File: src/design/spisp_defs.svh
// Purpose: Constants for the serial peripheral port core
// Assumes: 32-bit AXI4-Lite register window, word aligned
// Notes: Register offsets and field positions below
`ifndef SPISP_DEFS_SVH
`define SPISP_DEFS_SVH
`define SPISP_OFS_CTL 8'h00
`define SPISP_OFS_STAT 8'h04
`define SPISP_OFS_DATA 8'h08
`define SPISP_OFS_CRCP 8'h0c
`define SPISP_OFS_RCRC 8'h10
`define SPISP_OFS_TCRC 8'h14
`define SPISP_B_PHASE 0
`define SPISP_B_POL 1
`define SPISP_B_MASTER 2
`define SPISP_B_PSC 3
`define SPISP_B_EN 6
`define SPISP_B_LSBF 7
`define SPISP_B_SSLVL 8
`define SPISP_B_SSEN 9
`define SPISP_B_RXONLY 10
`define SPISP_B_W16 11
`define SPISP_B_CRCNXT 12
`define SPISP_B_CRCEN 13
`define SPISP_B_BDOE 14
`define SPISP_B_BDEN 15
`define SPISP_B_SSDRV 16
`define SPISP_B_FRAMED 17
`define SPISP_B_DMAT 18
`define SPISP_B_DMAR 19
`define SPISP_S_RXF 0
`define SPISP_S_TXE 1
`define SPISP_S_CRCERR 4
`define SPISP_S_FAULT 5
`define SPISP_S_RXOVR 6
`define SPISP_S_BUSY 7
`define SPISP_CTL_RST 20'h00000
`define SPISP_CRCP_RST 16'h0007
`endif

File: src/design/spisp_pkg.sv
// Purpose: Types for the serial peripheral port core
// Assumes: Constants come from spisp_defs.svh
// Notes: One-hot shift engine states
package spisp_pkg;
  typedef enum logic [2:0] {
    SPISP_IDLE = 3'b001,
    SPISP_SHIFT = 3'b010,
    SPISP_DONE = 3'b100
  } spisp_state_type;
endpackage

File: src/design/spisp_crc.sv
// Purpose: Serial checksum generator, one bit per call
// Assumes: Polynomial from register, width 8 or 16
// Notes: Pure combinational step
module spisp_crc (
  input wire logic [15:0] crc_in,
  input wire logic [15:0] poly,
  input wire logic bit_in,
  input wire logic wide,
  output logic [15:0] crc_out
);
  logic fb;
  always_comb begin
    fb = bit_in ^ (wide ? crc_in[15] : crc_in[7]);
    crc_out = {crc_in[14:0], 1'b0} ^ (fb ? poly : 16'h0000);
    if (!wide) begin
      crc_out[15:8] = 8'h00;
    end
  end
endmodule

File: src/design/spisp_core.sv
// Purpose: Serial peripheral port, master or slave, AXI4-Lite registers
// Assumes: Link pins asynchronous to aclk, sampled by two flip-flops
// Notes: Master clock divided from aclk; checksum follows the data word
`include "spisp_defs.svh"
module spisp_core #(
  parameter int PSC_W = 3
) (
  input wire logic aclk,
  input wire logic aresetn,
  input wire logic clk_en,
  input wire logic [7:0] s_axi_awaddr,
  input wire logic s_axi_awvalid,
  output logic s_axi_awready,
  input wire logic [31:0] s_axi_wdata,
  input wire logic [3:0] s_axi_wstrb,
  input wire logic s_axi_wvalid,
  output logic s_axi_wready,
  output logic [1:0] s_axi_bresp,
  output logic s_axi_bvalid,
  input wire logic s_axi_bready,
  input wire logic [7:0] s_axi_araddr,
  input wire logic s_axi_arvalid,
  output logic s_axi_arready,
  output logic [31:0] s_axi_rdata,
  output logic [1:0] s_axi_rresp,
  output logic s_axi_rvalid,
  input wire logic s_axi_rready,
  input wire logic sck_i,
  output logic sck_o,
  output logic sck_oe,
  input wire logic mosi_i,
  output logic mosi_o,
  output logic mosi_oe,
  input wire logic miso_i,
  output logic miso_o,
  output logic miso_oe,
  input wire logic chip_select_line_i,
  output logic chip_select_line_o,
  output logic chip_select_line_oe,
  output logic dma_tx_req,
  output logic dma_rx_req
);
  import spisp_pkg::*;

  // ****************************************
  // State
  // ****************************************
  typedef struct packed {
    logic [19:0] ctl;
    logic [15:0] crc_poly;
    logic [15:0] tx_buf;
    logic tx_full;
    logic [15:0] rx_buf;
    logic rx_full;
    logic fault;
    logic ovr;
    logic crc_err;
    logic [15:0] rx_crc;
    logic [15:0] tx_crc;
    logic [15:0] sh_tx;
    logic [15:0] sh_rx;
    logic [4:0] bit_cnt;
    logic crc_phase;
    spisp_state_type st;
    logic [7:0] div_cnt;
    logic sck_lvl;
    logic edge_n;
    logic [1:0] sck_s;
    logic [1:0] mosi_s;
    logic [1:0] miso_s;
    logic [1:0] css_s;
    logic sck_prev;
    logic out_bit;
    logic aw_got;
    logic w_got;
    logic [7:0] aw_addr;
    logic [31:0] w_data;
    logic bvalid;
    logic rvalid;
    logic [31:0] rdata;
    logic [1:0] bresp;
    logic [1:0] rresp;
  } spisp_regs_type;

  spisp_regs_type r_r;
  spisp_regs_type r_nxt;
  logic [15:0] crc_tx_step;
  logic [15:0] crc_rx_step;
  logic in_bit;

  // ****************************************
  // Helpers
  // ****************************************
  function automatic logic [15:0] spisp_bitrev(input logic [15:0] v, input logic wide);
    logic [15:0] o;
    o = 16'h0000;
    for (int i = 0; i < 16; i++) begin
      o[i] = v[15 - i];
    end
    spisp_bitrev = wide ? o : {8'h00, o[15:8]};
  endfunction

  spisp_crc u_crc_tx (
    .crc_in(r_r.tx_crc),
    .poly(r_r.crc_poly),
    .bit_in(r_r.out_bit),
    .wide(r_r.ctl[`SPISP_B_W16]),
    .crc_out(crc_tx_step)
  );
  spisp_crc u_crc_rx (
    .crc_in(r_r.rx_crc),
    .poly(r_r.crc_poly),
    .bit_in(in_bit),
    .wide(r_r.ctl[`SPISP_B_W16]),
    .crc_out(crc_rx_step)
  );

  // ****************************************
  // Next state
  // ****************************************
  logic en, mst, wide, lsbf, framed, bidir, pol, pha, rxonly, sel_low, start, lead, trail;
  logic sck_rise, sck_fall, word_end;
  logic [4:0] nbits;
  logic [15:0] ld;
  logic [7:0] half;
  logic aw_hs, w_hs, ar_hs;
  logic [7:0] wa;
  logic [31:0] wd;
  logic [7:0] stat;
  always_comb begin
    r_nxt = r_r;
    en = r_r.ctl[`SPISP_B_EN];
    mst = r_r.ctl[`SPISP_B_MASTER];
    wide = r_r.ctl[`SPISP_B_W16];
    framed = r_r.ctl[`SPISP_B_FRAMED];
    lsbf = r_r.ctl[`SPISP_B_LSBF] & ~framed;
    pol = r_r.ctl[`SPISP_B_POL] & ~framed;
    pha = r_r.ctl[`SPISP_B_PHASE] & ~framed;
    bidir = r_r.ctl[`SPISP_B_BDEN];
    rxonly = r_r.ctl[`SPISP_B_RXONLY] | (bidir & ~r_r.ctl[`SPISP_B_BDOE]);
    nbits = wide ? 5'd16 : 5'd8;
    half = 8'(8'h01 << r_r.ctl[`SPISP_B_PSC +: PSC_W]);
    sel_low = r_r.ctl[`SPISP_B_SSEN] ? ~r_r.ctl[`SPISP_B_SSLVL] : ~r_r.css_s[1];
    in_bit = mst ? (bidir ? r_r.mosi_s[1] : r_r.miso_s[1]) : (bidir ? r_r.miso_s[1] : r_r.mosi_s[1]);
    sck_rise = r_r.sck_s[1] & ~r_r.sck_prev;
    sck_fall = ~r_r.sck_s[1] & r_r.sck_prev;
    lead = 1'b0;
    trail = 1'b0;
    word_end = 1'b0;
    ld = 16'h0000;
    start = 1'b0;
    // Synchronisers
    r_nxt.sck_s = {r_r.sck_s[0], sck_i};
    r_nxt.mosi_s = {r_r.mosi_s[0], mosi_i};
    r_nxt.miso_s = {r_r.miso_s[0], miso_i};
    r_nxt.css_s = {r_r.css_s[0], chip_select_line_i};
    r_nxt.sck_prev = r_r.sck_s[1];
    // ****************************************
    // Register bus
    // ****************************************
    aw_hs = s_axi_awvalid && !r_r.aw_got && !r_r.bvalid;
    w_hs = s_axi_wvalid && !r_r.w_got && !r_r.bvalid;
    ar_hs = s_axi_arvalid && !r_r.rvalid;
    wa = aw_hs ? s_axi_awaddr : r_r.aw_addr;
    wd = w_hs ? s_axi_wdata : r_r.w_data;
    stat = 8'h00;
    stat[`SPISP_S_RXF] = r_r.rx_full;
    stat[`SPISP_S_TXE] = ~r_r.tx_full;
    stat[`SPISP_S_CRCERR] = r_r.crc_err;
    stat[`SPISP_S_FAULT] = r_r.fault;
    stat[`SPISP_S_RXOVR] = r_r.ovr;
    stat[`SPISP_S_BUSY] = (r_r.st != SPISP_IDLE);
    if (r_r.bvalid && s_axi_bready) begin
      r_nxt.bvalid = 1'b0;
    end
    if (aw_hs) begin
      r_nxt.aw_got = 1'b1;
      r_nxt.aw_addr = s_axi_awaddr;
    end
    if (w_hs) begin
      r_nxt.w_got = 1'b1;
      r_nxt.w_data = s_axi_wdata;
    end
    // Write lands once address and data are both held
    if ((aw_hs || r_r.aw_got) && (w_hs || r_r.w_got)) begin
      r_nxt.aw_got = 1'b0;
      r_nxt.w_got = 1'b0;
      r_nxt.bvalid = 1'b1;
      r_nxt.bresp = 2'b00;
      if (wa == `SPISP_OFS_CTL) begin
        r_nxt.ctl = wd[19:0];
      end else if (wa == `SPISP_OFS_STAT) begin
        if (!wd[`SPISP_S_FAULT]) r_nxt.fault = 1'b0;
        if (!wd[`SPISP_S_RXOVR]) r_nxt.ovr = 1'b0;
        if (!wd[`SPISP_S_CRCERR]) r_nxt.crc_err = 1'b0;
      end else if (wa == `SPISP_OFS_DATA) begin
        r_nxt.tx_buf = wd[15:0];
        r_nxt.tx_full = 1'b1;
      end else if (wa == `SPISP_OFS_CRCP) begin
        r_nxt.crc_poly = wd[15:0];
      end
    end
    if (r_r.rvalid && s_axi_rready) begin
      r_nxt.rvalid = 1'b0;
    end
    if (ar_hs) begin
      r_nxt.rvalid = 1'b1;
      r_nxt.rresp = 2'b00;
      r_nxt.rdata = 32'h00000000;
      if (s_axi_araddr == `SPISP_OFS_CTL) begin
        r_nxt.rdata = {12'h000, r_r.ctl};
      end else if (s_axi_araddr == `SPISP_OFS_STAT) begin
        r_nxt.rdata = {24'h000000, stat};
      end else if (s_axi_araddr == `SPISP_OFS_DATA) begin
        r_nxt.rdata = {16'h0000, r_r.rx_buf};
        r_nxt.rx_full = 1'b0;
      end else if (s_axi_araddr == `SPISP_OFS_CRCP) begin
        r_nxt.rdata = {16'h0000, r_r.crc_poly};
      end else if (s_axi_araddr == `SPISP_OFS_RCRC) begin
        r_nxt.rdata = {16'h0000, r_r.rx_crc};
      end else if (s_axi_araddr == `SPISP_OFS_TCRC) begin
        r_nxt.rdata = {16'h0000, r_r.tx_crc};
      end
    end
    // Mode fault
    if (en && mst && !r_r.ctl[`SPISP_B_SSEN] && !r_r.ctl[`SPISP_B_SSDRV] && !r_r.css_s[1]) begin
      r_nxt.ctl[`SPISP_B_MASTER] = 1'b0;
      r_nxt.fault = 1'b1;
    end
    if (en && mst && r_r.ctl[`SPISP_B_SSEN] && !r_r.ctl[`SPISP_B_SSLVL]) begin
      r_nxt.ctl[`SPISP_B_MASTER] = 1'b0;
      r_nxt.fault = 1'b1;
    end
    // Shift engine
    case (r_r.st)
      SPISP_IDLE: begin
        r_nxt.sck_lvl = pol;
        if (en && mst && !r_nxt.fault) begin
          start = r_r.tx_full | rxonly;
        end else if (en && !mst && sel_low) begin
          start = 1'b1;
        end
        if (start) begin
          ld = r_r.tx_full ? r_r.tx_buf : 16'h0000;
          r_nxt.sh_tx = lsbf ? spisp_bitrev(ld, wide) : ld;
          r_nxt.tx_full = 1'b0;
          r_nxt.bit_cnt = 5'd0;
          r_nxt.div_cnt = 8'd0;
          r_nxt.edge_n = 1'b0;
          r_nxt.crc_phase = 1'b0;
          r_nxt.out_bit = wide ? r_nxt.sh_tx[15] : r_nxt.sh_tx[7];
          r_nxt.st = SPISP_SHIFT;
        end
      end
      SPISP_SHIFT: begin
        if (mst) begin
          if (r_r.div_cnt == half - 8'd1) begin
            r_nxt.div_cnt = 8'd0;
            r_nxt.sck_lvl = ~r_r.sck_lvl;
            if (!r_r.edge_n) lead = 1'b1;
            else trail = 1'b1;
            r_nxt.edge_n = ~r_r.edge_n;
          end else begin
            r_nxt.div_cnt = r_r.div_cnt + 8'd1;
          end
        end else if (!sel_low || !en) begin
          r_nxt.st = SPISP_IDLE;
        end else begin
          lead = pol ? sck_fall : sck_rise;
          trail = pol ? sck_rise : sck_fall;
        end
        // Sample on first edge when phase is zero, second when one
        if ((lead && !pha) || (trail && pha)) begin
          r_nxt.sh_rx = {r_r.sh_rx[14:0], in_bit};
          if (r_r.ctl[`SPISP_B_CRCEN] && !r_r.crc_phase) r_nxt.rx_crc = crc_rx_step;
          if (r_r.ctl[`SPISP_B_CRCEN] && !r_r.crc_phase) r_nxt.tx_crc = crc_tx_step;
          r_nxt.bit_cnt = r_r.bit_cnt + 5'd1;
          if (r_r.bit_cnt == nbits - 5'd1) word_end = 1'b1;
        end
        if (((trail && !pha) || (lead && pha)) && r_r.bit_cnt != 5'd0) begin
          r_nxt.sh_tx = {r_r.sh_tx[14:0], 1'b0};
          r_nxt.out_bit = wide ? r_r.sh_tx[14] : r_r.sh_tx[6];
        end
        if (word_end) begin
          r_nxt.st = SPISP_DONE;
        end
      end
      SPISP_DONE: begin
        begin
          ld = lsbf ? spisp_bitrev(r_r.sh_rx, wide) : (wide ? r_r.sh_rx : {8'h00, r_r.sh_rx[7:0]});
          if (!(r_r.ctl[`SPISP_B_BDEN] && r_r.ctl[`SPISP_B_BDOE])) begin
            if (r_r.crc_phase) begin
              r_nxt.crc_err = r_r.crc_err | (r_r.rx_crc != 16'h0000);
            end else if (r_r.rx_full) begin
              r_nxt.ovr = 1'b1;
            end else begin
              r_nxt.rx_buf = ld;
              r_nxt.rx_full = 1'b1;
            end
          end
          r_nxt.sck_lvl = pol;
          r_nxt.st = SPISP_IDLE;
          if (r_r.ctl[`SPISP_B_CRCNXT] && !r_r.crc_phase && !r_r.tx_full) begin
            r_nxt.ctl[`SPISP_B_CRCNXT] = 1'b0;
            r_nxt.sh_tx = r_r.tx_crc;
            r_nxt.out_bit = wide ? r_r.tx_crc[15] : r_r.tx_crc[7];
            r_nxt.crc_phase = 1'b1;
            r_nxt.bit_cnt = 5'd0;
            r_nxt.edge_n = 1'b0;
            r_nxt.st = SPISP_SHIFT;
          end
        end
      end
      default: r_nxt.st = SPISP_IDLE;
    endcase
  end

  // ****************************************
  // Outputs
  // ****************************************
  assign s_axi_awready = !r_r.aw_got && !r_r.bvalid;
  assign s_axi_wready = !r_r.w_got && !r_r.bvalid;
  assign s_axi_bvalid = r_r.bvalid;
  assign s_axi_bresp = r_r.bresp;
  assign s_axi_arready = !r_r.rvalid;
  assign s_axi_rvalid = r_r.rvalid;
  assign s_axi_rdata = r_r.rdata;
  assign s_axi_rresp = r_r.rresp;
  assign sck_o = r_r.sck_lvl;
  assign sck_oe = r_r.ctl[`SPISP_B_MASTER];
  assign mosi_o = r_r.out_bit;
  assign mosi_oe = mst && en && !rxonly;
  assign miso_o = r_r.out_bit;
  assign miso_oe = !mst && en && sel_low && !rxonly;
  assign chip_select_line_oe = mst && !r_r.ctl[`SPISP_B_SSEN] && r_r.ctl[`SPISP_B_SSDRV];
  assign chip_select_line_o = !en;
  assign dma_tx_req = en && r_r.ctl[`SPISP_B_DMAT] && !r_r.tx_full;
  assign dma_rx_req = en && r_r.ctl[`SPISP_B_DMAR] && r_r.rx_full;

  // ****************************************
  // Registers
  // ****************************************
  always_ff @(posedge aclk) begin
    if (!aresetn) begin
      r_r <= '0;
      r_r.ctl <= `SPISP_CTL_RST;
      r_r.crc_poly <= `SPISP_CRCP_RST;
      r_r.st <= SPISP_IDLE;
      r_r.css_s <= 2'b11;
    end else if (clk_en) begin
      r_r <= r_nxt;
    end
  end
endmodule

File: config.mk
export PLATFORM = sky130hd
export DESIGN_NAME = spisp_core
export DESIGN_NICKNAME = d
export VERILOG_FILES = /design/src/design/spisp_pkg.sv /design/src/design/spisp_crc.sv /design/src/design/spisp_core.sv
export VERILOG_INCLUDE_DIRS = /design/src /design/src/design
export SDC_FILE = /design/constraint.sdc
export NUM_CORES = 1
export LEC_CHECK = 0
export ABC_AREA = 0
export BUFFER_PORTS_ARGS = -buffer_cell sky130_fd_sc_hd__buf_2
export CAP_MARGIN = 10
export CORE_MARGIN = 3
export CORE_UTILIZATION = 45
export DETAILED_ROUTE_END_ITERATION = 8
export GPL_TIMING_DRIVEN = 0
export SETUP_SLACK_MARGIN = 0.4
export SYNTH_ARGS = -nofsm -noshare
export SYNTH_HDL_FRONTEND = slang
export SYNTH_SLANG_ARGS = --single-unit
File: constraint.sdc
create_clock -name aclk -period 3.7 [get_ports aclk]
set_clock_uncertainty 0.05 [all_clocks]
set_input_delay 0.37 -clock aclk [delete_from_list [all_inputs] [get_ports aclk]]
set_output_delay 0.37 -clock aclk [all_outputs]
set_load 0.05 [all_outputs]
# After elaboration in Yosys (flattened, before gate mapping)
# Index checks and enable logic that the tools add are counted.
[totals] regBits=229 inputBits=64 out_inout_bits=51 wordCells=288
[classes] addsub=4 n_eq_ne=22 shifts=1 n_mux=110 bitwise_logic=28 n_reduce_logical=89
[ops] cell="16-bit 2-to-1 mux" count=15
[ops] cell="33-bit 2-to-1 mux" count=3
[ops] cell="1-bit 2-to-1 mux" count=58
[ops] cell="46-bit 2-to-1 mux" count=1
[ops] cell="15-bit 2-to-1 mux" count=3
[ops] cell="15-bit case mux with 3 select lines" count=1
[ops] cell="20-bit 2-to-1 mux" count=2
[ops] cell="1-bit logical AND" count=36
[ops] cell="17-bit 2-to-1 mux" count=2
[ops] cell="8-bit by 4-bit equality test with 1-bit output (second input constant)" count=4
[ops] cell="8-bit 2-to-1 mux" count=4
[ops] cell="16-bit XOR" count=2
[ops] cell="4-bit AND reduction" count=5
[ops] cell="5-bit AND reduction" count=4
[ops] cell="3-bit 2-to-1 mux" count=6
[ops] cell="8-bit by 3-bit equality test with 1-bit output (second input constant)" count=2
[ops] cell="8-bit by 5-bit equality test with 1-bit output (second input constant)" count=2
[ops] cell="1-bit zero test" count=16
[ops] cell="8-bit zero test" count=2
[ops] cell="8-bit case mux with 2 select lines" count=1
[ops] cell="16-bit nonzero test" count=1
[ops] cell="1-bit NOT" count=15
[ops] cell="5-bit case mux with 3 select lines" count=1
[ops] cell="13-bit 2-to-1 mux" count=1
[ops] cell="other kinds (32)" count=67

# Longest topological paths before layout
[logic_depth] word_depth=16 depth_mapped=14 ltp_nobuf=10

# By module
# A second synthesis with hierarchy kept.
[unflattened] hier_cells=1444 hier_area_um2=11373.4
[modules_own_cells] module="spisp_core" instances=1 cells_each=1310 area_per_inst_um2=10532.6
[modules_own_cells] module="spisp_crc" instances=2 cells_each=67 area_per_inst_um2=420.4

# Least setup slack after synthesis
# Ideal clock, no wire load.
[synth_timing] kind="reg2reg" start="register r_r[230] (netlist name)" end="register r_r[150] (netlist name)" setup_ps=72 arrival_ps=3058 setup_slack_ps=520 stages_incl_launch_ff=15 synth_period_minus_slack_ps=3180 path_cell_list="dfxtp_1 -> clkbuf_1 -> nor2_1 -> nand2_1 -> ha_1 -> xnor2_1 -> a311o_1 -> a311oi_1 -> and3_1 -> a21o_1 -> clkbuf_1 -> and2_1 -> clkbuf_1 -> buf_2 -> mux2i_1"
[synth_via] elab_chain_cells=9 elab_cells_between_ends=13
[synth_lines] item="from (decl)" line_no="spisp_core.sv:85" text="spisp_regs_type r_r;"
[synth_lines] item="from (signal assigned)" line_no="spisp_core.sv:351" text="r_r <= r_nxt;"
[synth_lines] item="1-bit by 3-bit << shifter with 8-bit output (*)" line_no="spisp_core.sv:142" text="half = 8'(8'h01 << r_r.ctl[`SPISP_B_PSC +: PSC_W]);"
[synth_lines] item="8-bit by 1-bit subtractor with 8-bit output (*)" line_no="spisp_core.sv:257" text="if (r_r.div_cnt == half - 8'd1) begin"
[synth_lines] item="8-bit equality test (*)" line_no="spisp_core.sv:257"
[synth_lines] item="1-bit 2-to-1 mux" line_no="spisp_core.sv:257"
[synth_lines] item="1-bit 2-to-1 mux" line_no="spisp_core.sv:256" text="if (mst) begin"
[synth_lines] item="1-bit 2-to-1 mux" line_no="spisp_core.sv:235" text="case (r_r.st)"
[synth_lines] item="1-bit logical AND" line_no="spisp_core.sv:273" text="if ((lead && !pha) || (trail && pha)) begin"
[synth_lines] item="1-bit logical OR (*)" line_no="spisp_core.sv:273"
[synth_lines] item="4-bit AND reduction (no source line) (*)"
# Every way passes the cells marked *; elsewhere a longest branch is shown, timed or not. The select of a mux whose other input is x is not followed.
# A chain may end at the register's enable or synchronous reset.

# Worst setup path after layout
[layout_timing] start="register r_r[77] (netlist name)" end="register r_r[134] (netlist name)"
[layout_via] elab_chain_cells=13 elab_cells_between_ends=14
[layout_lines] item="8-bit 2-to-1 mux (*)"
[layout_lines] item="8-bit by 3-bit equality test with 1-bit output (no source line)"
[layout_lines] item="3-bit 2-to-1 mux" line_no="spisp_core.sv:192" text="end else if (wa == `SPISP_OFS_STAT) begin"
[layout_lines] item="3-bit 2-to-1 mux (*)" line_no="spisp_core.sv:190" text="if (wa == `SPISP_OFS_CTL) begin"
[layout_lines] item="3-bit 2-to-1 mux (*)" line_no="spisp_core.sv:185" text="if ((aw_hs || r_r.aw_got) && (w_hs || r_r.w_got)) begin"
[layout_lines] item="1-bit 2-to-1 mux (*)" line_no="spisp_core.sv:226" text="if (en && mst && !r_r.ctl[`SPISP_B_SSEN] && !r_r.ctl[`SPISP_B_SSDRV] && !r_r.css_s[1]) begin"
[layout_lines] item="1-bit 2-to-1 mux (*)" line_no="spisp_core.sv:230" text="if (en && mst && r_r.ctl[`SPISP_B_SSEN] && !r_r.ctl[`SPISP_B_SSLVL]) begin"
[layout_lines] item="1-bit zero test (*)" line_no="spisp_core.sv:238" text="if (en && mst && !r_nxt.fault) begin"
[layout_lines] item="1-bit logical AND (*)" line_no="spisp_core.sv:238"
[layout_lines] item="1-bit 2-to-1 mux (*)" line_no="spisp_core.sv:238"
[layout_lines] item="1-bit 2-to-1 mux (*)" line_no="spisp_core.sv:235"
[layout_lines] item="2-bit by 1-bit inequality test with 1-bit output (no source line) (*)"
[layout_lines] item="5-bit AND reduction (no source line) (*)"
# Marks and branches as above.

==> flow_summary.yaml <==
setup_path:
  timing.rr.end: "r_r[134]"
  cp-end-kind: "flip-flop"
  crit_chain: "or4_4 > or4b_4 > a211oi_1 > o211ai_1 > a211oi_4 > buf_4 > clkbuf_2 > buf_4 > a21oi_1 > nor3_1"
  path_class: "reg -> reg"
  cp_slowest_cell: "or4_4"
  critPathMaxStageDelay_ns: 0.54
  crit_top_cell: "buf_4"
  crit_path_max_fanout: 10
  rr_startpoint: "r_r[77]"
  cp.buffers_inverters: 3
  cp_top_family: "simple AND/OR/NAND/NOR gates"
  required_ns: 4.09
  r2r_setup_slack_ns: 0.46
  reg2reg_depth: 10
  arrival_ns: 3.63
  cp-start-kind: "flip-flop"
synth:
  ys_seq_elements: 217
  yosysUniqueCellTypes: 69
  syn_inst: 1413
  synthFlopType: "dfxtp_1"
  synth-edff-count: 0
  yosysSeqAreaShare: 0.387
  yosys_warnings: 0
  syn_avg_cell_area_um2: 7.95
  synthArstFlopShare: 0
  synthesis.area_um2: 11200
routing:
  avgRoutedWirePerCell_um: 20.0
  firstDrtPassIters: 5
  num_vias: 10700
  drc: 0
  drt.antenna.violating_nets: 0
  wirelength_um: 37700
  drt_iter0_drc: 1013
  via_per_inst: 5.68
global_routing:
  track_usage: 0.275
  grt_max_degree: 13
  grt_pass1_wl_um: 57300
  antenna_found_initial: 0
  grt-ovfl-total: 0
  grt_use_met1: 0.379
  gr-max-usage-layer: "met2"
  first_global_vias: 9808
  use_met2: 0.424
  grt_use_met3: 0.0595
clock_network:
  clockBufferDepth: 3
  numCtsBuffers: 25
  clockRootBuffer: "clkbuf_16"
  clk_latency_ns: 0.53
  htreeDepth: 1
  clock_sink_count: 217
  cts.clk_slew.worst_paths_ns: 0.06
  cts_tree: "built"
floorplanning:
  rows: 57
  io_pins: 115
  initial_core_util: 0.459
  die_area_um2: 26900
  core-area_um2: 24500
  fp.dieH_um: 164
  die_w_um: 164
timing:
  rsz0062_at_grt: "false"
  worst_pin_slew_ns: 0.946
  slew_headroom: 0.369
  fin_crit_ns: 3.24
  max_freq_mhz: 308
  post-route-period-util: 0.876
  setup_viol: 0
  setup_ws_ns: 0.458
  drv_slew: 0
  final_hold_viol_count: 0
finish:
  drive_above_1_share: 0.144
  antenna_cells: 0
  final_util: 0.534
  syn_to_final_growth_pct: 16.3
  final_cell_count_no_fill: 1882
  fin_nets: 1609
  multiInputGateArea_um2: 6170
  seqCellArea_um2: 4340
  final_common_cell: "nand2_1"
  final_cell_mix: "246 x nand2_1, 217 x dfxtp_1, 145 x a21oi_1"
  fillers: 2425
  design_area_um2: 13100
run:
  maxCapViolCount: 0
placed_design:
  pre_cts_ws_ns: -0.580
  routabilityCongestion: 0.957
  dp_cells: 1834
  port_buffers: 82
  dpl_cell_area_um2: 12100
  dp_hpwl_um: 28200
power_and_ir_drop:
  p_leak_uw: 0.00472
  vdd_drop_max_mv: 0.284
  power_density_nw_per_um2: 423
min_path:
  worstHoldStart: "chip_select_line_i"
  whs_path_depth: 3
  min_path_type: "in -> reg"
  whs_endpoint: "r_nxt[83]"
status:
  status: "finished, final reports clean"
[worst max path at each step]
stage / start / depth (start not counted) / slack, ns / endpoint
after floorplan: r_r[230] / 14 / 0.52 / r_r[150]
after global placement: r_r[230] / 13 / -0.57 / r_r[134]
after detailed placement: r_r[230] / 13 / -0.58 / r_r[134]
after CTS: r_r[230] / 13 / 0.41 / r_r[134]
after global routing: r_r[77] / 10 / 0.39 / r_r[138]
final: r_r[77] / 10 / 0.46 / r_r[134]
[flip-flops by register name (all words and copies together) (netlist names)]
signal,cells
r_r,184
s_axi_rdata,20
r_nxt,5
bidir,1
en,1
framed,1
miso_o,1
s_axi_bvalid,1
s_axi_rvalid,1
sck_o,1
sck_oe,1
[layer usage]
layer	routed length, um	share of wire
met1	17000	0.45
met2	16400	0.43
met3	2870	0.076
met4	1420	0.038
met5	0	0
[repair_timing]
| action | in CTS | in global routing |
|---|---|---|
| setup endpoints to repair | 76 | 72 |
| buffers inserted | 2 | 2 |
| pin swaps | 3 | 5 |
| hold buffers | 0 | 0 |
| resized for setup | 27 | 35 |
[metrics by stage]
stage / total power, uW / setup TNS, ns / hold WS [ns]
6_report: 5520 / 0 / 0.0124
5_1_grt: 5710 / 0 / 0.0220
4_1_cts: 5510 / 0 / 0.00423
3_5_place_dp: 3090 / -18.01 / 0.396
3_3_place_gp: 3090 / -18.70 / 0.391
2_1_floorplan: 2890 / 0 / 0.380
[layout make-up]
type	count	area share
clock inverters	10	0.00642
inverters	16	0.00460
clock buffers	34	0.0551
well taps	324	0.0310
plain buffers	152	0.0646
repair buffers	86	0.0337
multi-input cells	1043	0.472
flip-flops and latches	217	0.332
[logic make-up (layout without fill, tap and decap cells)]
logic type	Yosys count	after routing	share of synthesized area
xor gates and xnor gates	40	40	0.0312
buffers and inverters	168	298	0.0747
adders and majority gates	4	4	0.00445
other	1	16	0.000334
DFF	217	217	0.387
muxes	93	93	0.0834
AOI/OAI and AO/OA	370	370	0.209
and+or+nand+nor	520	520	0.210
[where the power goes]
group | switching (uW) | leakage [uW] | internal (uW)
registers | 44.9 | 0.00176 | 2390
logic | 438 | 0.00257 | 208
clock network | 1020 | 0.000397 | 1430
total | 1500 | 0.00472 | 4020
[tightest hold or removal path: cells and delay by family]
kind,cells,cell delay [ns]
multiplexers,1,0.06
buffers and inverters,1,0.08
AND/OR/NAND/NOR,1,0.06
[cells in the mapped netlist (3+ instances only)]
cell,instances,area (um2)
a311oi_1,4,35.0
a31oi_1,5,31.3
buf_6,3,33.8
inv_1,16,60.1
o21ai_0,45,225
o221ai_1,3,26.3
or4_1,3,22.5
buf_1,8,30.0
and3_1,23,144
nand3_1,34,170
nor4_1,8,50.1
mux2_2,5,56.3
nand4_1,13,81.3
a21o_1,4,30.0
nor2b_1,12,75.1
ha_1,4,50.1
a2bb2oi_1,4,35.0
nand2b_1,6,37.5
clkbuf_1,96,360
nor2_1,108,405
o211ai_1,22,165
nor3_1,28,140
nand2_1,247,927
xor2_1,17,149
o31ai_1,4,30.0
nor3b_1,6,45.0
a21oi_1,146,731
a22oi_1,17,128
buf_4,38,285
and2_1,9,56.3
clkbuf_8,4,55.1
a221oi_1,23,201
mux2i_1,88,881
xnor2_1,23,201
or2_2,3,18.8
a211oi_1,75,563
dfxtp_1,217,4340
(Power assumes the default switching activity.)
